<file path="config.mk">
export PLATFORM = sky130hd
export DESIGN_NAME = clkdist_core
export DESIGN_NICKNAME = d
export VERILOG_FILES = /design/src/clkdist_pkg.sv /design/src/clkdist_core.sv
export VERILOG_INCLUDE_DIRS = /design/src
export SDC_FILE = /design/constraint.sdc
export NUM_CORES = 1
export LEC_CHECK = 0
export BUFFER_PORTS_ARGS = -buffer_cell sky130_fd_sc_hd__buf_2
export CAP_MARGIN = 40
export CORE_MARGIN = 3
export CORE_UTILIZATION = 60
export DETAILED_ROUTE_END_ITERATION = 6
export PLACE_DENSITY_LB_ADDON = 0.05
export SYNTH_ARGS = -nofsm -noshare
export SYNTH_HDL_FRONTEND = slang
export SYNTH_SLANG_ARGS = --single-unit
</file>
<file path="constraint.sdc">
create_clock -name pclk -period 5.4 [get_ports pclk]
set_clock_uncertainty 0.2 [all_clocks]
set_input_delay 0.54 -clock pclk [delete_from_list [all_inputs] [get_ports pclk]]
set_output_delay 0.54 -clock pclk [all_outputs]
set_load 0.02 [all_outputs]
</file>
<file path="src/clkdist_regs.svh">
// register indexes, field positions and reset values of the clock divider block
`ifndef CLKDIST_REGS_SVH
`define CLKDIST_REGS_SVH
// =====================================================================
// register indexes (byte address is four times the index)
`define IDX_SWALLOW      8'h04
`define IDX_MAIN_UPPER   8'h05
`define IDX_MAIN_LOWER   8'h06
`define IDX_PRESCALER    8'h0A
`define IDX_REF_UPPER    8'h0B
`define IDX_REF_LOWER    8'h0C
`define IDX_INPUT_SEL    8'h45
`define IDX_POWER        8'h46
`define IDX_CHAN_PD      8'h47
`define IDX_CHAN_BASE    8'h48
`define IDX_CHAN_LAST    8'h4F
`define IDX_DELAY        8'h50
// =====================================================================
// field positions
`define PRE_MODE_LSB     2
`define PRE_MODE_MSB     4
`define PRE_BYPASS_BIT   6
`define SEL_FIRST_BIT    0
`define PWR_PLL_OFF_BIT  0
// =====================================================================
// reset values
`define RST_PRESCALER    8'h00
`define RST_REF          8'h00
`define RST_MAIN         8'h00
`define RST_SWALLOW      8'h00
`define RST_INPUT_SEL    8'h01
`define RST_POWER        8'h00
`define RST_CHAN_PD      8'h00
`define RST_CHAN_CFG     15'h0000
`define RST_DELAY        8'h00
`endif

</file>
<file path="src/clkdist_pkg.sv">
// types shared by the clock divider block
package clkdist_pkg;
   // prescaler mode codes
   typedef enum logic [2:0] {
      PRE_FD1  = 3'b000,
      PRE_FD2  = 3'b001,
      PRE_DM2  = 3'b010,
      PRE_DM4  = 3'b011,
      PRE_DM8  = 3'b100,
      PRE_DM16 = 3'b101,
      PRE_DM32 = 3'b110,
      PRE_FD3  = 3'b111
   } presc_mode_e;
   // the two phase detector inputs
   typedef struct packed {
      logic ref_pulse;
      logic fb_pulse;
   } pfd_s;
   // one output channel setting: high time-1, phase start, divide-1
   typedef struct packed {
      logic [4:0] high_m1;
      logic [4:0] phase;
      logic [4:0] div_m1;
   } chan_cfg_s;
endpackage

</file>
<file path="src/clkdist_core.sv">
// divider, input routing and output dividers of the clock chip, with apb registers
// Notes on behaviour
// - feedback divider counts only the vco clock input, never the first input.
// - first input feeds distribution by default; select bit 0 cleared picks vco.
// - reference divider is a 14-bit counter dividing by 1 to 16383.
// - reference divide value zero acts as divide by one.
// - reference value: six upper bits low in one register, eight in next.
// - divided reference pulse is one phase detector input.
// - feedback divider: 3-bit prescaler mode, 6-bit swallow, 13-bit main counter.
// - fixed mode codes 000, 001, 111 divide by 1, 2, 3 (bits 4:2).
// - dual modulus codes 010..110 give P of 2,4,8,16,32 with P+1.
// - in fixed mode the swallow counter is ignored; main may be bypassed.
// - each output divides the selected clock by 1 to 32.
// - each output has selectable duty cycle and phase.
// - distribution only: either input selectable through the input mux.
// - pll section can be powered off; distribution then runs from input.
// - each output channel can be powered down by register.
// - only outputs five and six pass through the variable delay stage.
// - feedback total is P times main plus swallow (P times main in fixed mode), to detector second input.
// - main counter takes 1 to 8191; reset value zero acts as one.
// - prescaler register bit 6 bypasses main counter, main count one.
`timescale 1ns/1ps
`include "clkdist_regs.svh"
module clkdist_core (
   // apb slave
   input  wire logic                    pclk,
   input  wire logic                    presetn,
   input  wire logic                    psel,
   input  wire logic                    penable,
   input  wire logic                    pwrite,
   input  wire logic [11:0]             paddr,
   input  wire logic [31:0]             pwdata,
   input  wire logic [3:0]              pstrb,
   output logic      [31:0]             prdata,
   output logic                         pready,
   output logic                         pslverr,
   // clock inputs, sampled on pclk
   input  wire logic                    reference_input,
   input  wire logic                    first_clock_input,
   input  wire logic                    vco_clock_input,
   // phase detector inputs and outputs
   output clkdist_pkg::pfd_s            pfd_out,
   output logic [7:0]                   dist_out
);
   import clkdist_pkg::*;

   // =====================================================================
   // functions
   // prescaler base modulus P for a mode code
   function automatic logic [5:0] presc_p(input logic [2:0] m);
      unique case (presc_mode_e'(m))
         PRE_FD1:  presc_p = 6'h01;
         PRE_FD2:  presc_p = 6'h02;
         PRE_FD3:  presc_p = 6'h03;
         PRE_DM2:  presc_p = 6'h02;
         PRE_DM4:  presc_p = 6'h04;
         PRE_DM8:  presc_p = 6'h08;
         PRE_DM16: presc_p = 6'h10;
         PRE_DM32: presc_p = 6'h20;
      endcase
   endfunction
   // a divide value of zero counts as one
   function automatic logic [13:0] at_least_one(input logic [13:0] v);
      at_least_one = (v == 14'h0000) ? 14'h0001 : v;
   endfunction

   // =====================================================================
   // registers
   logic [7:0]  prescaler_control_r;
   logic [7:0]  ref_divider_upper_r;
   logic [7:0]  ref_divider_lower_r;
   logic [7:0]  clock_input_select_r;
   logic [7:0]  swallow_r;
   logic [7:0]  main_upper_r;
   logic [7:0]  main_lower_r;
   logic [7:0]  power_r;
   logic [7:0]  chan_pd_r;
   logic [7:0]  delay_r;
   chan_cfg_s   chan_cfg_r [8];
   logic [31:0] prdata_r;
   logic        pready_r;
   logic        pslverr_r;

   // apb decode
   wire  [7:0]  idx      = paddr[9:2];
   wire         in_chan  = (idx >= `IDX_CHAN_BASE) && (idx <= `IDX_CHAN_LAST) && (paddr[11:10] == 2'b00);
   wire  [2:0]  chan_sel = idx[2:0];
   wire         mapped   = (paddr[11:10] == 2'b00) && (paddr[1:0] == 2'b00) &&
                           (in_chan || idx == `IDX_SWALLOW || idx == `IDX_MAIN_UPPER ||
                            idx == `IDX_MAIN_LOWER || idx == `IDX_PRESCALER || idx == `IDX_REF_UPPER ||
                            idx == `IDX_REF_LOWER || idx == `IDX_INPUT_SEL || idx == `IDX_POWER ||
                            idx == `IDX_CHAN_PD || idx == `IDX_DELAY);
   wire         setup    = psel && !penable;
   wire         wr_done  = psel && penable && pready_r && pwrite && !pslverr_r;
   wire         wr_lo    = wr_done && pstrb[0];
   wire         wr_hi    = wr_done && pstrb[1];

   // read selection
   wire  [31:0] rd_chan  = {17'h00000, chan_cfg_r[chan_sel]};
   wire  [31:0] rd_data  =
      in_chan                    ? rd_chan :
      (idx == `IDX_SWALLOW)      ? {24'h000000, swallow_r} :
      (idx == `IDX_MAIN_UPPER)   ? {24'h000000, main_upper_r} :
      (idx == `IDX_MAIN_LOWER)   ? {24'h000000, main_lower_r} :
      (idx == `IDX_PRESCALER)    ? {24'h000000, prescaler_control_r} :
      (idx == `IDX_REF_UPPER)    ? {24'h000000, ref_divider_upper_r} :
      (idx == `IDX_REF_LOWER)    ? {24'h000000, ref_divider_lower_r} :
      (idx == `IDX_INPUT_SEL)    ? {24'h000000, clock_input_select_r} :
      (idx == `IDX_POWER)        ? {24'h000000, power_r} :
      (idx == `IDX_CHAN_PD)      ? {24'h000000, chan_pd_r} :
      (idx == `IDX_DELAY)        ? {24'h000000, delay_r} : 32'h00000000;

   // bus answer: ready in the first access cycle, error on unmapped address
   always_ff @(posedge pclk or negedge presetn) begin
      if (!presetn) begin
         pready_r  <= 1'b0;
         pslverr_r <= 1'b0;
         prdata_r  <= 32'h00000000;
      end else begin
         pready_r  <= setup;
         pslverr_r <= setup && !mapped;
         prdata_r  <= (setup && mapped && !pwrite) ? rd_data : 32'h00000000;
      end
   end

   // byte-wide register writes
   always_ff @(posedge pclk or negedge presetn) begin
      if (!presetn) begin
         prescaler_control_r  <= `RST_PRESCALER;
         ref_divider_upper_r  <= `RST_REF;
         ref_divider_lower_r  <= `RST_REF;
         clock_input_select_r <= `RST_INPUT_SEL;
         swallow_r            <= `RST_SWALLOW;
         main_upper_r         <= `RST_MAIN;
         main_lower_r         <= `RST_MAIN;
         power_r              <= `RST_POWER;
         chan_pd_r            <= `RST_CHAN_PD;
         delay_r              <= `RST_DELAY;
      end else if (wr_lo) begin
         if (idx == `IDX_PRESCALER)  prescaler_control_r  <= pwdata[7:0];
         if (idx == `IDX_REF_UPPER)  ref_divider_upper_r  <= {2'b00, pwdata[5:0]};
         if (idx == `IDX_REF_LOWER)  ref_divider_lower_r  <= pwdata[7:0];
         if (idx == `IDX_INPUT_SEL)  clock_input_select_r <= pwdata[7:0];
         if (idx == `IDX_SWALLOW)    swallow_r            <= {2'b00, pwdata[5:0]};
         if (idx == `IDX_MAIN_UPPER) main_upper_r         <= {3'b000, pwdata[4:0]};
         if (idx == `IDX_MAIN_LOWER) main_lower_r         <= pwdata[7:0];
         if (idx == `IDX_POWER)      power_r              <= pwdata[7:0];
         if (idx == `IDX_CHAN_PD)    chan_pd_r            <= pwdata[7:0];
         if (idx == `IDX_DELAY)      delay_r              <= pwdata[7:0];
      end
   end

   // channel settings, 15 bits over two byte lanes
   always_ff @(posedge pclk or negedge presetn) begin
      if (!presetn) begin
         for (int i = 0; i < 8; i++) chan_cfg_r[i] <= `RST_CHAN_CFG;
      end else if (in_chan) begin
         if (wr_lo) chan_cfg_r[chan_sel][7:0]  <= pwdata[7:0];
         if (wr_hi) chan_cfg_r[chan_sel][14:8] <= pwdata[14:8];
      end
   end

   // =====================================================================
   // input sampling and edge detection
   logic ref_prev_r;
   logic vco_prev_r;
   logic sel_prev_r;
   wire  pll_off   = power_r[`PWR_PLL_OFF_BIT];
   wire  sel_first = clock_input_select_r[`SEL_FIRST_BIT];
   wire  sel_clk   = sel_first ? first_clock_input : vco_clock_input;
   wire  ref_rise  = reference_input && !ref_prev_r;
   wire  vco_rise  = vco_clock_input && !vco_prev_r;
   wire  sel_rise  = sel_clk && !sel_prev_r;

   always_ff @(posedge pclk or negedge presetn) begin
      if (!presetn) begin
         ref_prev_r <= 1'b0;
         vco_prev_r <= 1'b0;
         sel_prev_r <= 1'b0;
      end else begin
         ref_prev_r <= reference_input;
         vco_prev_r <= vco_clock_input;
         sel_prev_r <= sel_clk;
      end
   end

   // =====================================================================
   // reference divider
   logic [13:0] ref_cnt_r;
   logic        ref_pulse_r;
   wire  [13:0] r_eff    = at_least_one({ref_divider_upper_r[5:0], ref_divider_lower_r});
   wire         ref_wrap = ref_rise && (ref_cnt_r >= r_eff - 14'h0001);

   // counts reference edges, one pulse per r_eff edges
   always_ff @(posedge pclk or negedge presetn) begin
      if (!presetn) begin
         ref_cnt_r   <= 14'h0000;
         ref_pulse_r <= 1'b0;
      end else if (pll_off) begin
         ref_cnt_r   <= 14'h0000;
         ref_pulse_r <= 1'b0;
      end else begin
         ref_pulse_r <= ref_wrap;
         if (ref_wrap)      ref_cnt_r <= 14'h0000;
         else if (ref_rise) ref_cnt_r <= ref_cnt_r + 14'h0001;
      end
   end

   // =====================================================================
   // feedback divider: prescaler, swallow and main counters
   logic [5:0]  pre_cnt_r;
   logic [5:0]  a_cnt_r;
   logic [12:0] b_cnt_r;
   logic        fb_pulse_r;
   wire  [2:0]  pre_mode  = prescaler_control_r[`PRE_MODE_MSB:`PRE_MODE_LSB];
   wire         dm_mode   = (pre_mode != PRE_FD1) && (pre_mode != PRE_FD2) && (pre_mode != PRE_FD3);
   wire  [5:0]  p_val     = presc_p(pre_mode);
   wire         use_p1    = dm_mode && (a_cnt_r < swallow_r[5:0]);
   wire  [5:0]  pre_last  = use_p1 ? p_val : p_val - 6'h01;
   wire         pre_wrap  = vco_rise && (pre_cnt_r >= pre_last);
   wire         bypass    = prescaler_control_r[`PRE_BYPASS_BIT];
   wire  [13:0] b_raw     = at_least_one({1'b0, main_upper_r[4:0], main_lower_r});
   wire  [12:0] b_eff     = bypass ? 13'h0001 : b_raw[12:0];
   wire         b_wrap    = pre_wrap && (b_cnt_r >= b_eff - 13'h0001);

   // total per cycle is P*main + swallow in dual modulus modes, P*main in fixed modes
   always_ff @(posedge pclk or negedge presetn) begin
      if (!presetn) begin
         pre_cnt_r  <= 6'h00;
         a_cnt_r    <= 6'h00;
         b_cnt_r    <= 13'h0000;
         fb_pulse_r <= 1'b0;
      end else if (pll_off) begin
         pre_cnt_r  <= 6'h00;
         a_cnt_r    <= 6'h00;
         b_cnt_r    <= 13'h0000;
         fb_pulse_r <= 1'b0;
      end else begin
         fb_pulse_r <= b_wrap;
         if (pre_wrap)      pre_cnt_r <= 6'h00;
         else if (vco_rise) pre_cnt_r <= pre_cnt_r + 6'h01;
         if (b_wrap) begin
            b_cnt_r <= 13'h0000;
            a_cnt_r <= 6'h00;
         end else if (pre_wrap) begin
            b_cnt_r <= b_cnt_r + 13'h0001;
            if (use_p1) a_cnt_r <= a_cnt_r + 6'h01;
         end
      end
   end

   // =====================================================================
   // output dividers with duty and phase
   logic [4:0] ch_cnt_r [8];
   logic [7:0] ch_out_r;
   logic [7:0] dly5_r;
   logic [7:0] dly6_r;
   logic [7:0] dist_r;

   // a channel write restarts its counter at the phase value held before the write
   always_ff @(posedge pclk or negedge presetn) begin
      if (!presetn) begin
         for (int i = 0; i < 8; i++) ch_cnt_r[i] <= 5'h00;
         ch_out_r <= 8'h00;
      end else begin
         for (int i = 0; i < 8; i++) begin
            if (chan_pd_r[i]) begin
               ch_cnt_r[i] <= chan_cfg_r[i].phase;
               ch_out_r[i] <= 1'b0;
            end else if (wr_done && in_chan && chan_sel == 3'(i)) begin
               ch_cnt_r[i] <= chan_cfg_r[i].phase;
            end else if (chan_cfg_r[i].div_m1 == 5'h00) begin
               ch_out_r[i] <= sel_clk;
            end else if (sel_rise) begin
               ch_cnt_r[i] <= (ch_cnt_r[i] >= chan_cfg_r[i].div_m1) ? 5'h00 : ch_cnt_r[i] + 5'h01;
               ch_out_r[i] <= (ch_cnt_r[i] <= chan_cfg_r[i].high_m1);
            end
         end
      end
   end

   // delay lines on outputs five and six only
   always_ff @(posedge pclk or negedge presetn) begin
      if (!presetn) begin
         dly5_r <= 8'h00;
         dly6_r <= 8'h00;
      end else begin
         dly5_r <= {dly5_r[6:0], ch_out_r[5]};
         dly6_r <= {dly6_r[6:0], ch_out_r[6]};
      end
   end

   wire d5 = dly5_r[delay_r[2:0]];
   wire d6 = dly6_r[delay_r[6:4]];

   // final output flops
   always_ff @(posedge pclk or negedge presetn) begin
      if (!presetn) dist_r <= 8'h00;
      else          dist_r <= {ch_out_r[7], d6, d5, ch_out_r[4:0]};
   end

   // =====================================================================
   // outputs
   assign prdata           = prdata_r;
   assign pready           = pready_r;
   assign pslverr          = pslverr_r;
   assign pfd_out          = pfd_s'{ref_pulse: ref_pulse_r, fb_pulse: fb_pulse_r};
   assign dist_out         = dist_r;
endmodule

</file>
Word-level counts from Yosys, hierarchy flattened
Memory sizes are Yosys's and may differ from the RTL's.
Index checks and enable logic that the tools add are counted.
{"block": "op_classes", "addsub": 15, "order_cmp": 26, "eq_ne": 35, "mux": 120, "bitwise": 1, "n_reduce_logical": 111}
{"cell": "120-bit two-way mux", "n": 3}
{"cell": "120-bit bitwise mux", "n": 2}
{"cell": "5-bit two-way mux", "n": 40}
{"cell": "15-bit demux with 3-bit select", "n": 2}
{"cell": "8-bit two-way mux", "n": 11}
{"cell": "15-bit two-way mux", "n": 5}
{"cell": "13-bit two-way mux", "n": 5}
{"cell": "3-bit nonzero test", "n": 21}
{"cell": "14-bit two-way mux", "n": 4}
{"cell": "2-bit AND reduction", "n": 27}
{"cell": "6-bit two-way mux", "n": 8}
{"cell": "15-bit binary-select mux with 3-bit select", "n": 1}
{"cell": "5-bit by 1-bit adder with 5-bit output (second input constant)", "n": 8}
{"cell": "5-bit >= comparator", "n": 8}
{"cell": "5-bit <= comparator", "n": 8}
{"cell": "5-bit zero test", "n": 8}
{"cell": "1-bit two-way mux", "n": 37}
{"cell": "1-bit logical AND", "n": 33}
{"cell": "8-bit by 7-bit equality test with 1-bit output (second input constant)", "n": 4}
{"cell": "3-bit != test (second input constant)", "n": 9}
{"cell": "8-bit by 3-bit equality test with 1-bit output (second input constant)", "n": 3}
{"cell": "8-bit by 4-bit equality test with 1-bit output (second input constant)", "n": 3}
{"cell": "2-bit != test (second input constant)", "n": 8}
{"cell": "14-bit by 1-bit adder with 14-bit output (second input constant)", "n": 1}
{"cell": "other kinds (26)", "n": 49}
{"block": "totals", "register_bits": 326, "mem_bits_ro": 48, "output_inout_bits": 44, "wordCells": 374, "mem_count": 1}
{"memory": "(name not given)", "words": 8, "width": 6, "rd": 1, "rd_clocked_by_memory_dff": 0, "wr": 0, "line": "clkdist_core.sv:51", "rtl": "unique case (presc_mode_e'(m))"}

Logic depth before layout (Yosys ltp)
Gate-level depths: netlist of the first run.
{"block": "depth", "depth_word": 17, "mapped_depth": 18}

Worst setup path before layout of the first run
No wires, ideal clock.
{"block": "synth_path", "path_type": "register to register", "from": "register main_upper_r[1]", "to": "register b_cnt_r[5]", "setup_time_ps": 82, "arrival_ps": 4163, "t_required_ps": 5118, "setup_slack_ps": 955, "stages_incl_launch_ff": 19, "n_path_buf": 2, "synth_period_minus_slack_ps": 4445, "path_cell_list": "dfrtp_1 clkbuf_1 nor4_1 a41oi_1 and2_1 ha_1 o21ai_0 o21bai_1 nor3b_1 a21oi_1 o21ai_0 ha_1 a211oi_1 o21ai_0 and2_1 or4_1 clkbuf_1 or2_0 a31oi_1"}
{"block": "synth_via", "elab_chain_cells": 8}
{"element": "from (decl)", "line": "clkdist_core.sv:74", "rtl": "logic [7:0] main_upper_r;"}
{"element": "from (signal assigned)", "line": "clkdist_core.sv:134", "rtl": "main_upper_r <= `RST_MAIN;"}
{"element": "from (signal assigned)", "line": "clkdist_core.sv:145", "rtl": "if (idx == `IDX_MAIN_UPPER) main_upper_r <= {3'b000, pwdata[4:0]};"}
{"element": "13-bit zero test", "line": "clkdist_core.sv:64", "rtl": "at_least_one = (v == 14'h0000) ? 14'h0001 : v;"}
{"element": "13-bit two-way mux (*)", "line": "clkdist_core.sv:64"}
{"element": "13-bit two-way mux (*)", "line": "clkdist_core.sv:223", "rtl": "wire [12:0] b_eff = bypass ? 13'h0001 : b_raw[12:0];"}
{"element": "13-bit by 1-bit subtractor with 13-bit output (*)", "line": "clkdist_core.sv:224", "rtl": "wire b_wrap = pre_wrap && (b_cnt_r >= b_eff - 13'h0001);"}
{"element": "13-bit >= comparator (*)", "line": "clkdist_core.sv:224"}
{"element": "1-bit logical AND (*)", "line": "clkdist_core.sv:224"}
{"element": "13-bit two-way mux", "line": "clkdist_core.sv:242", "rtl": "if (b_wrap) begin"}
{"element": "13-bit two-way mux", "line": "clkdist_core.sv:233", "rtl": "end else if (pll_off) begin"}
{"element": "to (signal assigned)", "line": "clkdist_core.sv:246", "rtl": "b_cnt_r <= b_cnt_r + 13'h0001;"}
{"element": "to (decl)", "line": "clkdist_core.sv:213", "rtl": "logic [12:0] b_cnt_r;"}
Mark *: on every way between the ends. The rest lies on a longest branch, timed or not.
A chain may end at the register's enable or synchronous reset.

Worst setup path in the final report of the first run
{"block": "layout_path", "from": "register main_upper_r[1]", "to": "register b_cnt_r[7]"}
Same word-level chain as after synthesis.

==> results of run 1 <==
==> where the power goes <==
part           switching [mW]  internal [mW]
clock                    1.05           1.74
sequential              0.203           2.60
combinational           0.632          0.435
==> sequential cells by signal, summed over array words and instances, names as in the netlist, 8 cells and up <==
register and flops:
b_cnt_r 13, ch_cnt_r 40, ch_out_r 8, chan_cfg_r 120
chan_pd_r 8, clock_input_select_r 8, delay_r 8, dist_out 8
dly5_r 8, dly6_r 8, main_lower_r 8, power_r 8
prdata 15, prescaler_control_r 8, ref_cnt_r 14, ref_divider_lower_r 8
==> worst min-delay path by stage <==
stage	from	to	slack, ns	cells past startpoint
floorplan	presetn	a_cnt_r[0]	0.04	0
global placement	dly5_r[2]	dly5_r[3]	0.16	0
detailed placement	dly6_r[2]	dly6_r[3]	0.16	0
CTS	penable	pready	0.06	2
global route	penable	pready	0.08	2
finish	penable	pready	0.09	2
==> Yosys cell counts (15+ instances only) <==
cell type | instances | area share
a21o_1 | 18 | 0.0071
a21oi_1 | 95 | 0.025
a31oi_1 | 61 | 0.020
and3_1 | 26 | 0.0085
buf_2 | 18 | 0.0047
buf_4 | 20 | 0.0079
clkbuf_1 | 48 | 0.0095
dfrtp_1 | 325 | 0.43
ha_1 | 137 | 0.090
inv_1 | 116 | 0.023
mux2_2 | 114 | 0.067
mux4_2 | 34 | 0.040
nand2_1 | 251 | 0.050
nand2b_1 | 27 | 0.0089
nand3_1 | 49 | 0.013
nor2_1 | 148 | 0.029
nor2b_1 | 28 | 0.0092
nor3_1 | 30 | 0.0079
nor4_1 | 15 | 0.0049
o21ai_0 | 169 | 0.044
xnor2_1 | 20 | 0.0092
==> cell families after synthesis <==
family | Yosys count
AOI/OAI and AO/OA | 458
xor gates and xnor gates | 27
adders and majority gates | 137
buffers and inverters | 212
DFF | 326
muxes | 154
other | 1
and+or+nand+nor | 651
==> per-stage QoR <==
step / cell area [um^2] / std cells / utilization
floorplan: 19100 / 1982 / -
global route: 21000 / 2433 / 0.679
detailed placement: 19600 / 2362 / 0.634
global placement: 19600 / 2360 / 0.634
finish: 21000 / 2433 / 0.679
CTS: 21000 / 2433 / 0.679
==> per-layer routing <==
| layer | track usage | part of all wire | up-vias |
|---|---|---|---|
| met5 | 0 | 0 | - |
| met4 | 0.0992 | 0.032 | 0 |
| met3 | 0.0426 | 0.058 | 105 |
| met2 | 0.508 | 0.47 | 491 |
| met1 | 0.432 | 0.44 | 7493 |
| li1 | - | - | 7120 |
==> worst max-delay path, stage by stage (launching register included) <==
cell      delay (ns)
dfrtp_1         0.47
nor4_1          0.45
a41oi_1         0.22
and2_1          0.23
ha_1            0.21
o21ai_0         0.19
o21bai_1        0.29
nor3b_1         0.11
a21oi_1         0.14
o21ai_0         0.10
ha_1            0.32
a211oi_1        0.22
o21ai_0         0.09
and2_1          0.18
or4_1           0.74
or2_2           0.38
a31oi_1         0.18
==> cells in the final DEF, fill, tap and decap left out, types with 13 or more instances in the layout <==
cell type  Yosys  layout
nand2b_1      27      27
nor2_1       148     148
mux2_2       114     114
xnor2_1       20      20
a21o_1        18      18
ha_1         137     137
dfrtp_1      325     325
inv_1        116     116
clkbuf_16      0      39
nor4_1        15      15
and3_1        26      26
nor2b_1       28      28
conb_1         1      17
nor3_1        30      30
mux4_2        34      34
buf_2         18      62
o21ai_0      169     169
nand3_1       49      49
a31oi_1       61      61
buf_4         20      13
nand2_1      251     251
a21oi_1       95      95
==> cell type report <==
| type | count | area [um^2] | share of cell area |
|---|---|---|---|
| multi-input combinational | 1444 | 10000 | 0.478 |
| clock inverter | 19 | 287 | 0.0137 |
| timing repair buffer | 81 | 493 | 0.0235 |
| clock buffer | 49 | 1070 | 0.0512 |
| sequential | 326 | 8160 | 0.389 |
| inverter | 118 | 443 | 0.0211 |
| tap | 396 | 495 | 0.0236 |
==> flow_summary_export.csv, run 1 <==
group,metric,value,unit
pwr,p_leak,9.73,nW
global_routing,grt.total_usage,0.310,
synthesis,synthDistinctLibCells,80,
synthesis,ys_ff_latch,326,
critical_path,worstSetupEndpoint,"b_cnt_r[7]",
pwr,p_total,6.66,mW
critical_path,r2r-end,"b_cnt_r[7]",
synthesis,synthMuxAreaShare,0.111,
floorplan,row_count,64,
critical_path,reg2reg_depth,16,
clock_network,cts_buffers,38,
clock_network,worstSkewPairLatency,0.53,ns
critical_path,cp_max_fo,14,
timing,setup_viol,0,
timing,rsz0062_at_grt,"no",
placement,place_congestion,0.928,
synthesis,synthSimpleGateAreaFrac,0.162,
finish,fin_nets,2202,
floorplan,die_h,184,um
floorplan,die_area,33900,um^2
timing,slew_headroom,0.386,
synthesis,synth_top_family_by_area,"simple AND/OR/NAND/NOR gates",
synthesis,async_flop_share,1.00,
synthesis,synth-adder-area-share,0.0901,
detailed_routing,routedWlPerCell,21.2,um
clock_network,htreeDepth,2,
critical_path,regToRegStartpoint,"main_upper_r[1]",
worst_hold_path,hold_class,"in -> reg",
floorplan,die_x,184,um
detailed_routing,first_pass_iters,6,
timing,max_freq,0.209,GHz
timing,finalCriticalPeriod,4.79,ns
detailed_routing,drtAntennaViolNets,0,
global_routing,antenna_found_initial,0,
clock_network,cts-resized-gates,0,
finish,area_growth,10.3,%
timing,whs,0.0852,ns
floorplan,io_pins,100,
critical_path,criticalPathCategory,"reg -> reg",
timing,setup_tns,0,ns
global_routing,grt_max_degree,148,
floorplan,start_util,0.616,
detailed_routing,drt-total-wl,51500,um
clock_network,root_buffer,"clkbuf_16",
critical_path,r2r_slack,0.61,ns
critical_path,cp-end-kind,"flip-flop",
critical_path,worst_ep_arrival_time,5.02,ns
critical_path,startpoint,"main_upper_r[1]",
synthesis,synth_compound_area_frac,0.148,
detailed_routing,drtIter0Drc,1097,
global_routing,grt_overflow,0,
global_routing,grt_pass1_wl,82700,um
synthesis,ys_seq_area_frac,0.429,
timing,hold_viol_final,0,
clock_network,cts.path.max_buffers,3,
placement,io_buffers,63,
finish,diodes,0,
placement,hpwl,37100,um
finish,drive_gt1_frac,0.157,
synthesis,synth-xor-area-share,0.0124,
floorplan,core_area,30900,um^2
clock_network,hold_buffers,3,
detailed_routing,viasPerCell,6.25,
synthesis,postSynthAreaPerCell,9.68,um^2
pwr,peakVddDrop,0.345,mV
clock_network,cts_sinks,326,
timing,drv_slew,0,
clock_network,clkSlewWorstSetupHoldPaths,0.06,ns
status,status,"finished clean",
critical_path,critPathRequiredTime,5.63,ns
clock_network,cts_tree,"done",
synthesis,ys_warn_count,0,
synthesis,synth_edf_count,0,
timing,worst_slack,0.612,ns
timing,worst_slew_pin_slew,0.913,ns
clock_network,postCtsSetupBuffers,0,
detailed_routing,drc_errors,0,
synthesis,netlist_instances,1966,
critical_path,critPathLaunchType,"flip-flop",
finish,n_fill_cell,2457,
pwr,p_per_area,317,nW/um^2
detailed_routing,vias,15200,
global_routing,grt_pass1_vias,14900,
synthesis,synth-main-ff-cell,"dfrtp_1",
timing,fin_crit_sh,0.887,
placement,place_ws,0.663,ns
flow_run,cap_violations,0,
synthesis,synth_area,19000,um^2
Note: power is estimated with default switching activity, not from simulation.
==> run 2, diff against run 1 <==
--- a/config.mk
+++ b/config.mk
@@ -6,11 +6,11 @@
 export SDC_FILE = /design/constraint.sdc
 export NUM_CORES = 1
 export LEC_CHECK = 0
-export BUFFER_PORTS_ARGS = -buffer_cell sky130_fd_sc_hd__buf_2
 export CAP_MARGIN = 40
 export CORE_MARGIN = 3
 export CORE_UTILIZATION = 60
 export DETAILED_ROUTE_END_ITERATION = 6
+export DONT_BUFFER_PORTS = 1
 export PLACE_DENSITY_LB_ADDON = 0.05
 export SYNTH_ARGS = -nofsm -noshare
 export SYNTH_HDL_FRONTEND = slang
==> flow_summary_export.csv, run 2 (synthesis gave the netlist of run 1 again) <==
group,metric,value,unit
status,status,"finished with violations",
status,violations,"hold timing",
finish,multi_input_area,10000,um^2
flow_run,cap_violations,0,
critical_path,cp_common_cell,"o21ai_0",
timing,setup_tns,0,ns
timing,slew_headroom,0.174,
timing,hold_viol_final,326,
timing,fin_crit_sh,0.876,
timing,finalCriticalPeriod,4.73,ns
pwr,p_clk_frac,0.409,
global_routing,grt_pass1_vias,14800,
finish,layout_commonest_cell,"dfrtp_1",
critical_path,critical_path.max_stage_delay,0.74,ns
clock_network,postCtsSetupBuffers,0,
critical_path,r2r-end,"b_cnt_r[7]",
finish,fin_nets,2149,
pwr,p_seq_frac,0.443,
critical_path,crit_family,"simple AND/OR/NAND/NOR gates",
clock_network,cts_tree,"done",
pwr,p_switching,1.79,mW
timing,drv_slew,0,
detailed_routing,vias,15000,
floorplan,start_util,0.616,
critical_path,worst-path-buf-inv,0,
detailed_routing,drtIter0Drc,1229,
global_routing,grt.total_usage,0.310,
global_routing,antenna_found_initial,1,
timing,worst_slew_pin_slew,1.24,ns
finish,final_cell_mix,"dfrtp_1, nand2_1, o21ai_0",
floorplan,die_x,184,um
critical_path,crit_chain,"nor4_1, a41oi_1, and2_1, ha_1, o21ai_0, o21bai_1, nor3b_1, a21oi_1, o21ai_0, ha_1, a211oi_1, o21ai_0, and2_1, or4_1, or2_2, a31oi_1",
clock_network,hold_buffers,15,
timing,whs,-0.485,ns
critical_path,slowest_stage,"or4_1",
detailed_routing,first_pass_iters,5,
global_routing,grt_pass1_wl,82600,um
pwr,p_leak,9.45,nW
critical_path,criticalPathCategory,"reg -> reg",
critical_path,critPathRequiredTime,5.63,ns
global_routing,grt_max_degree,327,
finish,regMostFlops,"chan_cfg_r",
floorplan,die_area,33900,um^2
floorplan,core_area,30900,um^2
critical_path,worst_ep_arrival_time,4.96,ns
finish,largest_reg_flops,120,
critical_path,cp-end-kind,"flip-flop",
detailed_routing,drtAntennaViolNets,0,
finish,n_fill_cell,2483,
pwr,peakVddDrop,0.258,mV
floorplan,die_h,184,um
clock_network,htreeDepth,2,
clock_network,cts_sinks,326,
detailed_routing,drc_errors,0,
clock_network,cts.path.max_buffers,3,
global_routing,grt_overflow,0,
clock_network,cts-resized-gates,0,
clock_network,worstSkewPairLatency,0.53,ns
finish,area.sequential,8160,um^2
critical_path,cp_max_fo,14,
detailed_routing,routedWlPerCell,21.8,um
placement,place_congestion,0.895,
critical_path,reg2reg_depth,16,
detailed_routing,viasPerCell,6.31,
timing,setup_viol,0,
pwr,p_per_area,308,nW/um^2
placement,io_buffers,0,
floorplan,row_count,64,
critical_path,critPathLaunchType,"flip-flop",
critical_path,r2r_slack,0.67,ns
clock_network,clkSlewWorstSetupHoldPaths,0.06,ns
floorplan,io_pins,100,
finish,area_growth,8.54,%
placement,hpwl,36200,um
pwr,combPwrFrac,0.148,
timing,rsz0062_at_grt,"no",
timing,max_freq,0.211,GHz
clock_network,root_buffer,"clkbuf_16",
finish,drive_gt1_frac,0.125,
pwr,p_sw_frac,0.281,
detailed_routing,drt-total-wl,51900,um
critical_path,regToRegStartpoint,"main_upper_r[1]",
clock_network,cts_buffers,37,
pwr,internal_power,4.58,mW
worst_hold_path,hold_class,"in -> async",
finish,diodes,0,
[run 2: changes by cell type in the layout (fill, tap and decap cells not counted), sizes merged]
cell and change:
dlygate4sd3 +12, bufinv -3, clkinvlp -4, buf -64, clkinv +1, clkbuf +3
[run 2: worst max path at each step]
stage,cells past startpoint,to,slack (ns),start
floorplan,18,b_cnt_r[5],0.96,main_upper_r[1]
global placement,16,b_cnt_r[3],0.74,main_upper_r[1]
detailed placement,16,b_cnt_r[7],0.72,main_upper_r[1]
CTS,16,b_cnt_r[7],0.70,main_upper_r[1]
global route,16,b_cnt_r[7],0.21,main_upper_r[1]
finish,16,b_cnt_r[7],0.67,main_upper_r[1]
[run 2: cell type report]
type                       instances  share of cell area
multi-input combinational       1444               0.486
sequential                       326               0.395
clock buffer                      52              0.0516
tap                              396              0.0240
inverter                         118              0.0214
timing repair buffer              29              0.0138
clock inverter                    13             0.00830
[run 2: through the flow]
step	power, mW	worst slack, ns	cell area (um^2)	utilization	instances
CTS	6.39	0.702	20600	0.666	2374
floorplan	3.55	0.955	19100	-	1982
finish	6.37	0.669	20700	0.668	2378
global route	6.66	0.214	20700	0.668	2378
global placement	3.70	0.741	19200	0.621	2290
detailed placement	3.75	0.722	19200	0.622	2294
[run 2: layer usage]
layer	vias to the layer above	wire (um)	global-route usage
met5	-	0	0
met4	0	1740	0.110
met3	117	3220	0.0511
met2	525	24300	0.499
met1	7362	22700	0.430
li1	7007	-	-
[run 2: power by group through the flow]
stage / sequential, mW / clock [mW] / combinational (mW)
after floorplan: 2.78 / 0 / 0.766
after global placement: 2.86 / 0 / 0.841
after detailed placement: 2.86 / 0 / 0.888
after CTS: 2.82 / 2.64 / 0.928
after global routing: 2.84 / 2.73 / 1.08
final: 2.82 / 2.60 / 0.943
==> run 3, diff against run 2 <==
--- a/config.mk
+++ b/config.mk
@@ -8,7 +8,7 @@
 export LEC_CHECK = 0
 export CAP_MARGIN = 40
 export CORE_MARGIN = 3
-export CORE_UTILIZATION = 60
+export CORE_UTILIZATION = 40
 export DETAILED_ROUTE_END_ITERATION = 6
 export DONT_BUFFER_PORTS = 1
 export PLACE_DENSITY_LB_ADDON = 0.05
==> flow_summary_export.csv, run 3 (synthesis gave the netlist of run 1 again) <==
group,metric,value,unit
clock_network,cts_sinks,326,
floorplan,io_pins,100,
clock_network,htreeDepth,2,
critical_path,cp_max_fo,14,
clock_network,cts.path.max_buffers,3,
detailed_routing,drtIter0Drc,1226,
placement,hpwl,39900,um
clock_network,cts_buffers,41,
critical_path,worst_ep_arrival_time,5.09,ns
critical_path,criticalPathCategory,"reg -> reg",
critical_path,cp-end-kind,"flip-flop",
finish,multi_input_area,10000,um^2
timing,rsz0062_at_grt,"no",
floorplan,start_util,0.407,
critical_path,critPathRequiredTime,5.66,ns
global_routing,grt_pass1_vias,14900,
timing,finalCriticalPeriod,4.83,ns
floorplan,die_area,50200,um^2
global_routing,grt_max_degree,327,
timing,max_freq,0.207,GHz
critical_path,startpoint,"main_upper_r[1]",
finish,fin_nets,2156,
placement,io_buffers,0,
finish,n_fill_cell,4519,
worst_hold_path,hold_class,"in -> async",
timing,whs,-0.532,ns
detailed_routing,viasPerCell,5.72,
detailed_routing,vias,14900,
global_routing,grt.total_usage,0.230,
finish,utilization,0.455,
clock_network,cts-resized-gates,0,
timing,fin_crit_sh,0.894,
status,violations,"hold timing",
clock_network,clkSlewWorstSetupHoldPaths,0.06,ns
global_routing,grt_pass1_wl,89200,um
timing,worst_slew_pin_slew,1.31,ns
finish,regMostFlops,"chan_cfg_r",
clock_network,root_buffer,"clkbuf_16",
critical_path,regToRegStartpoint,"main_upper_r[1]",
clock_network,worstSkewPairLatency,0.57,ns
pwr,p_per_area,324,nW/um^2
timing,setup_viol,0,
timing,slew_headroom,0.128,
global_routing,antenna_found_initial,4,
pwr,p_leak,9.63,nW
clock_network,cts_tree,"done",
critical_path,r2r_slack,0.57,ns
status,status,"finished with violations",
finish,area_growth,11.8,%
flow_run,cap_violations,0,
timing,hold_viol_final,326,
pwr,peakVddDrop,0.177,mV
floorplan,row_count,79,
global_routing,grt_overflow,0,
finish,final_cell_mix,"dfrtp_1, nand2_1, o21ai_0",
floorplan,die_x,224,um
detailed_routing,drtAntennaViolNets,0,
critical_path,r2r-end,"b_cnt_r[7]",
floorplan,core_area,46800,um^2
finish,area.sequential,8160,um^2
finish,drive_gt1_frac,0.133,
finish,layout_commonest_cell,"dfrtp_1",
detailed_routing,drt-total-wl,57700,um
finish,largest_reg_flops,120,
detailed_routing,drc_errors,0,
timing,setup_tns,0,ns
floorplan,die_h,224,um
critical_path,reg2reg_depth,16,
placement,place_congestion,0.869,
detailed_routing,first_pass_iters,7,
clock_network,postCtsSetupBuffers,0,
critical_path,worstSetupEndpoint,"b_cnt_r[7]",
clock_network,hold_buffers,16,
detailed_routing,routedWlPerCell,22.2,um
critical_path,critPathLaunchType,"flip-flop",
timing,drv_slew,0,
run 3: layout make-up:
| cell class | instances | area share |
|---|---|---|
| Antenna cell | 3 | 0.000353 |
| Timing Repair Buffer | 32 | 0.0158 |
| Sequential cell | 326 | 0.383 |
| Clock inverter | 20 | 0.0163 |
| Clock buffer | 55 | 0.0560 |
| Tap cell | 607 | 0.0357 |
| Multi-Input combinational cell | 1444 | 0.472 |
| Inverter | 118 | 0.0208 |
run 3: where the power goes:
| group | total [mW] | internal (mW) | switching (mW) |
|---|---|---|---|
| sequential | 2.83 | 2.60 | 0.228 |
| combinational | 0.956 | 0.421 | 0.536 |
| clock | 3.12 | 1.99 | 1.14 |
run 3: worst min-delay path by stage:
stage / startpoint / slack (ns) / to / cells after the start
2_1_floorplan: presetn / 0.04 / a_cnt_r[0] / 0
3_3_place_gp: presetn / 0.06 / ref_cnt_r[10] / 0
3_5_place_dp: presetn / 0.06 / ref_cnt_r[10] / 0
4_1_cts: presetn / -0.57 / ref_cnt_r[4] / 0
5_1_grt: presetn / -0.56 / ref_cnt_r[6] / 0
6_report: presetn / -0.53 / ref_cnt_r[10] / 0
run 3: layer usage:
layer  track usage  vias up  share of wire  routed length, um
met5             0        -        0.00024                 14
met4        0.0755        2          0.027               1540
met3        0.0444       91          0.052               3010
met2         0.360      359           0.45              26100
met1         0.324     7402           0.47              27100
li1              -     7034              -                  -
run 3: metrics by stage:
step	worst slack, ns	hold WS, ns	cells	total power, mW	cell area, um^2
2_1_floorplan	0.955	0.0444	1982	3.55	19100
3_3_place_gp	0.678	0.0561	2504	3.73	19500
3_5_place_dp	0.637	0.0593	2507	3.77	19500
4_1_cts	0.605	-0.566	2598	6.99	21200
5_1_grt	0.104	-0.559	2604	7.25	21300
6_report	0.570	-0.532	2605	6.90	21300
run 3: worst max-delay path, cell delays in order (launching register included):
cell and delay, ns:
dfrtp_1 0.47, nor4_1 0.48, a41oi_1 0.21, and2_1 0.23, ha_1 0.21, o21ai_0 0.18, o21bai_1 0.28, nor3b_1 0.10
a21oi_1 0.14, o21ai_0 0.10, ha_1 0.32, a211oi_1 0.23, o21ai_0 0.11, and2_1 0.18, or4_1 0.75, or2_2 0.38
a31oi_1 0.17
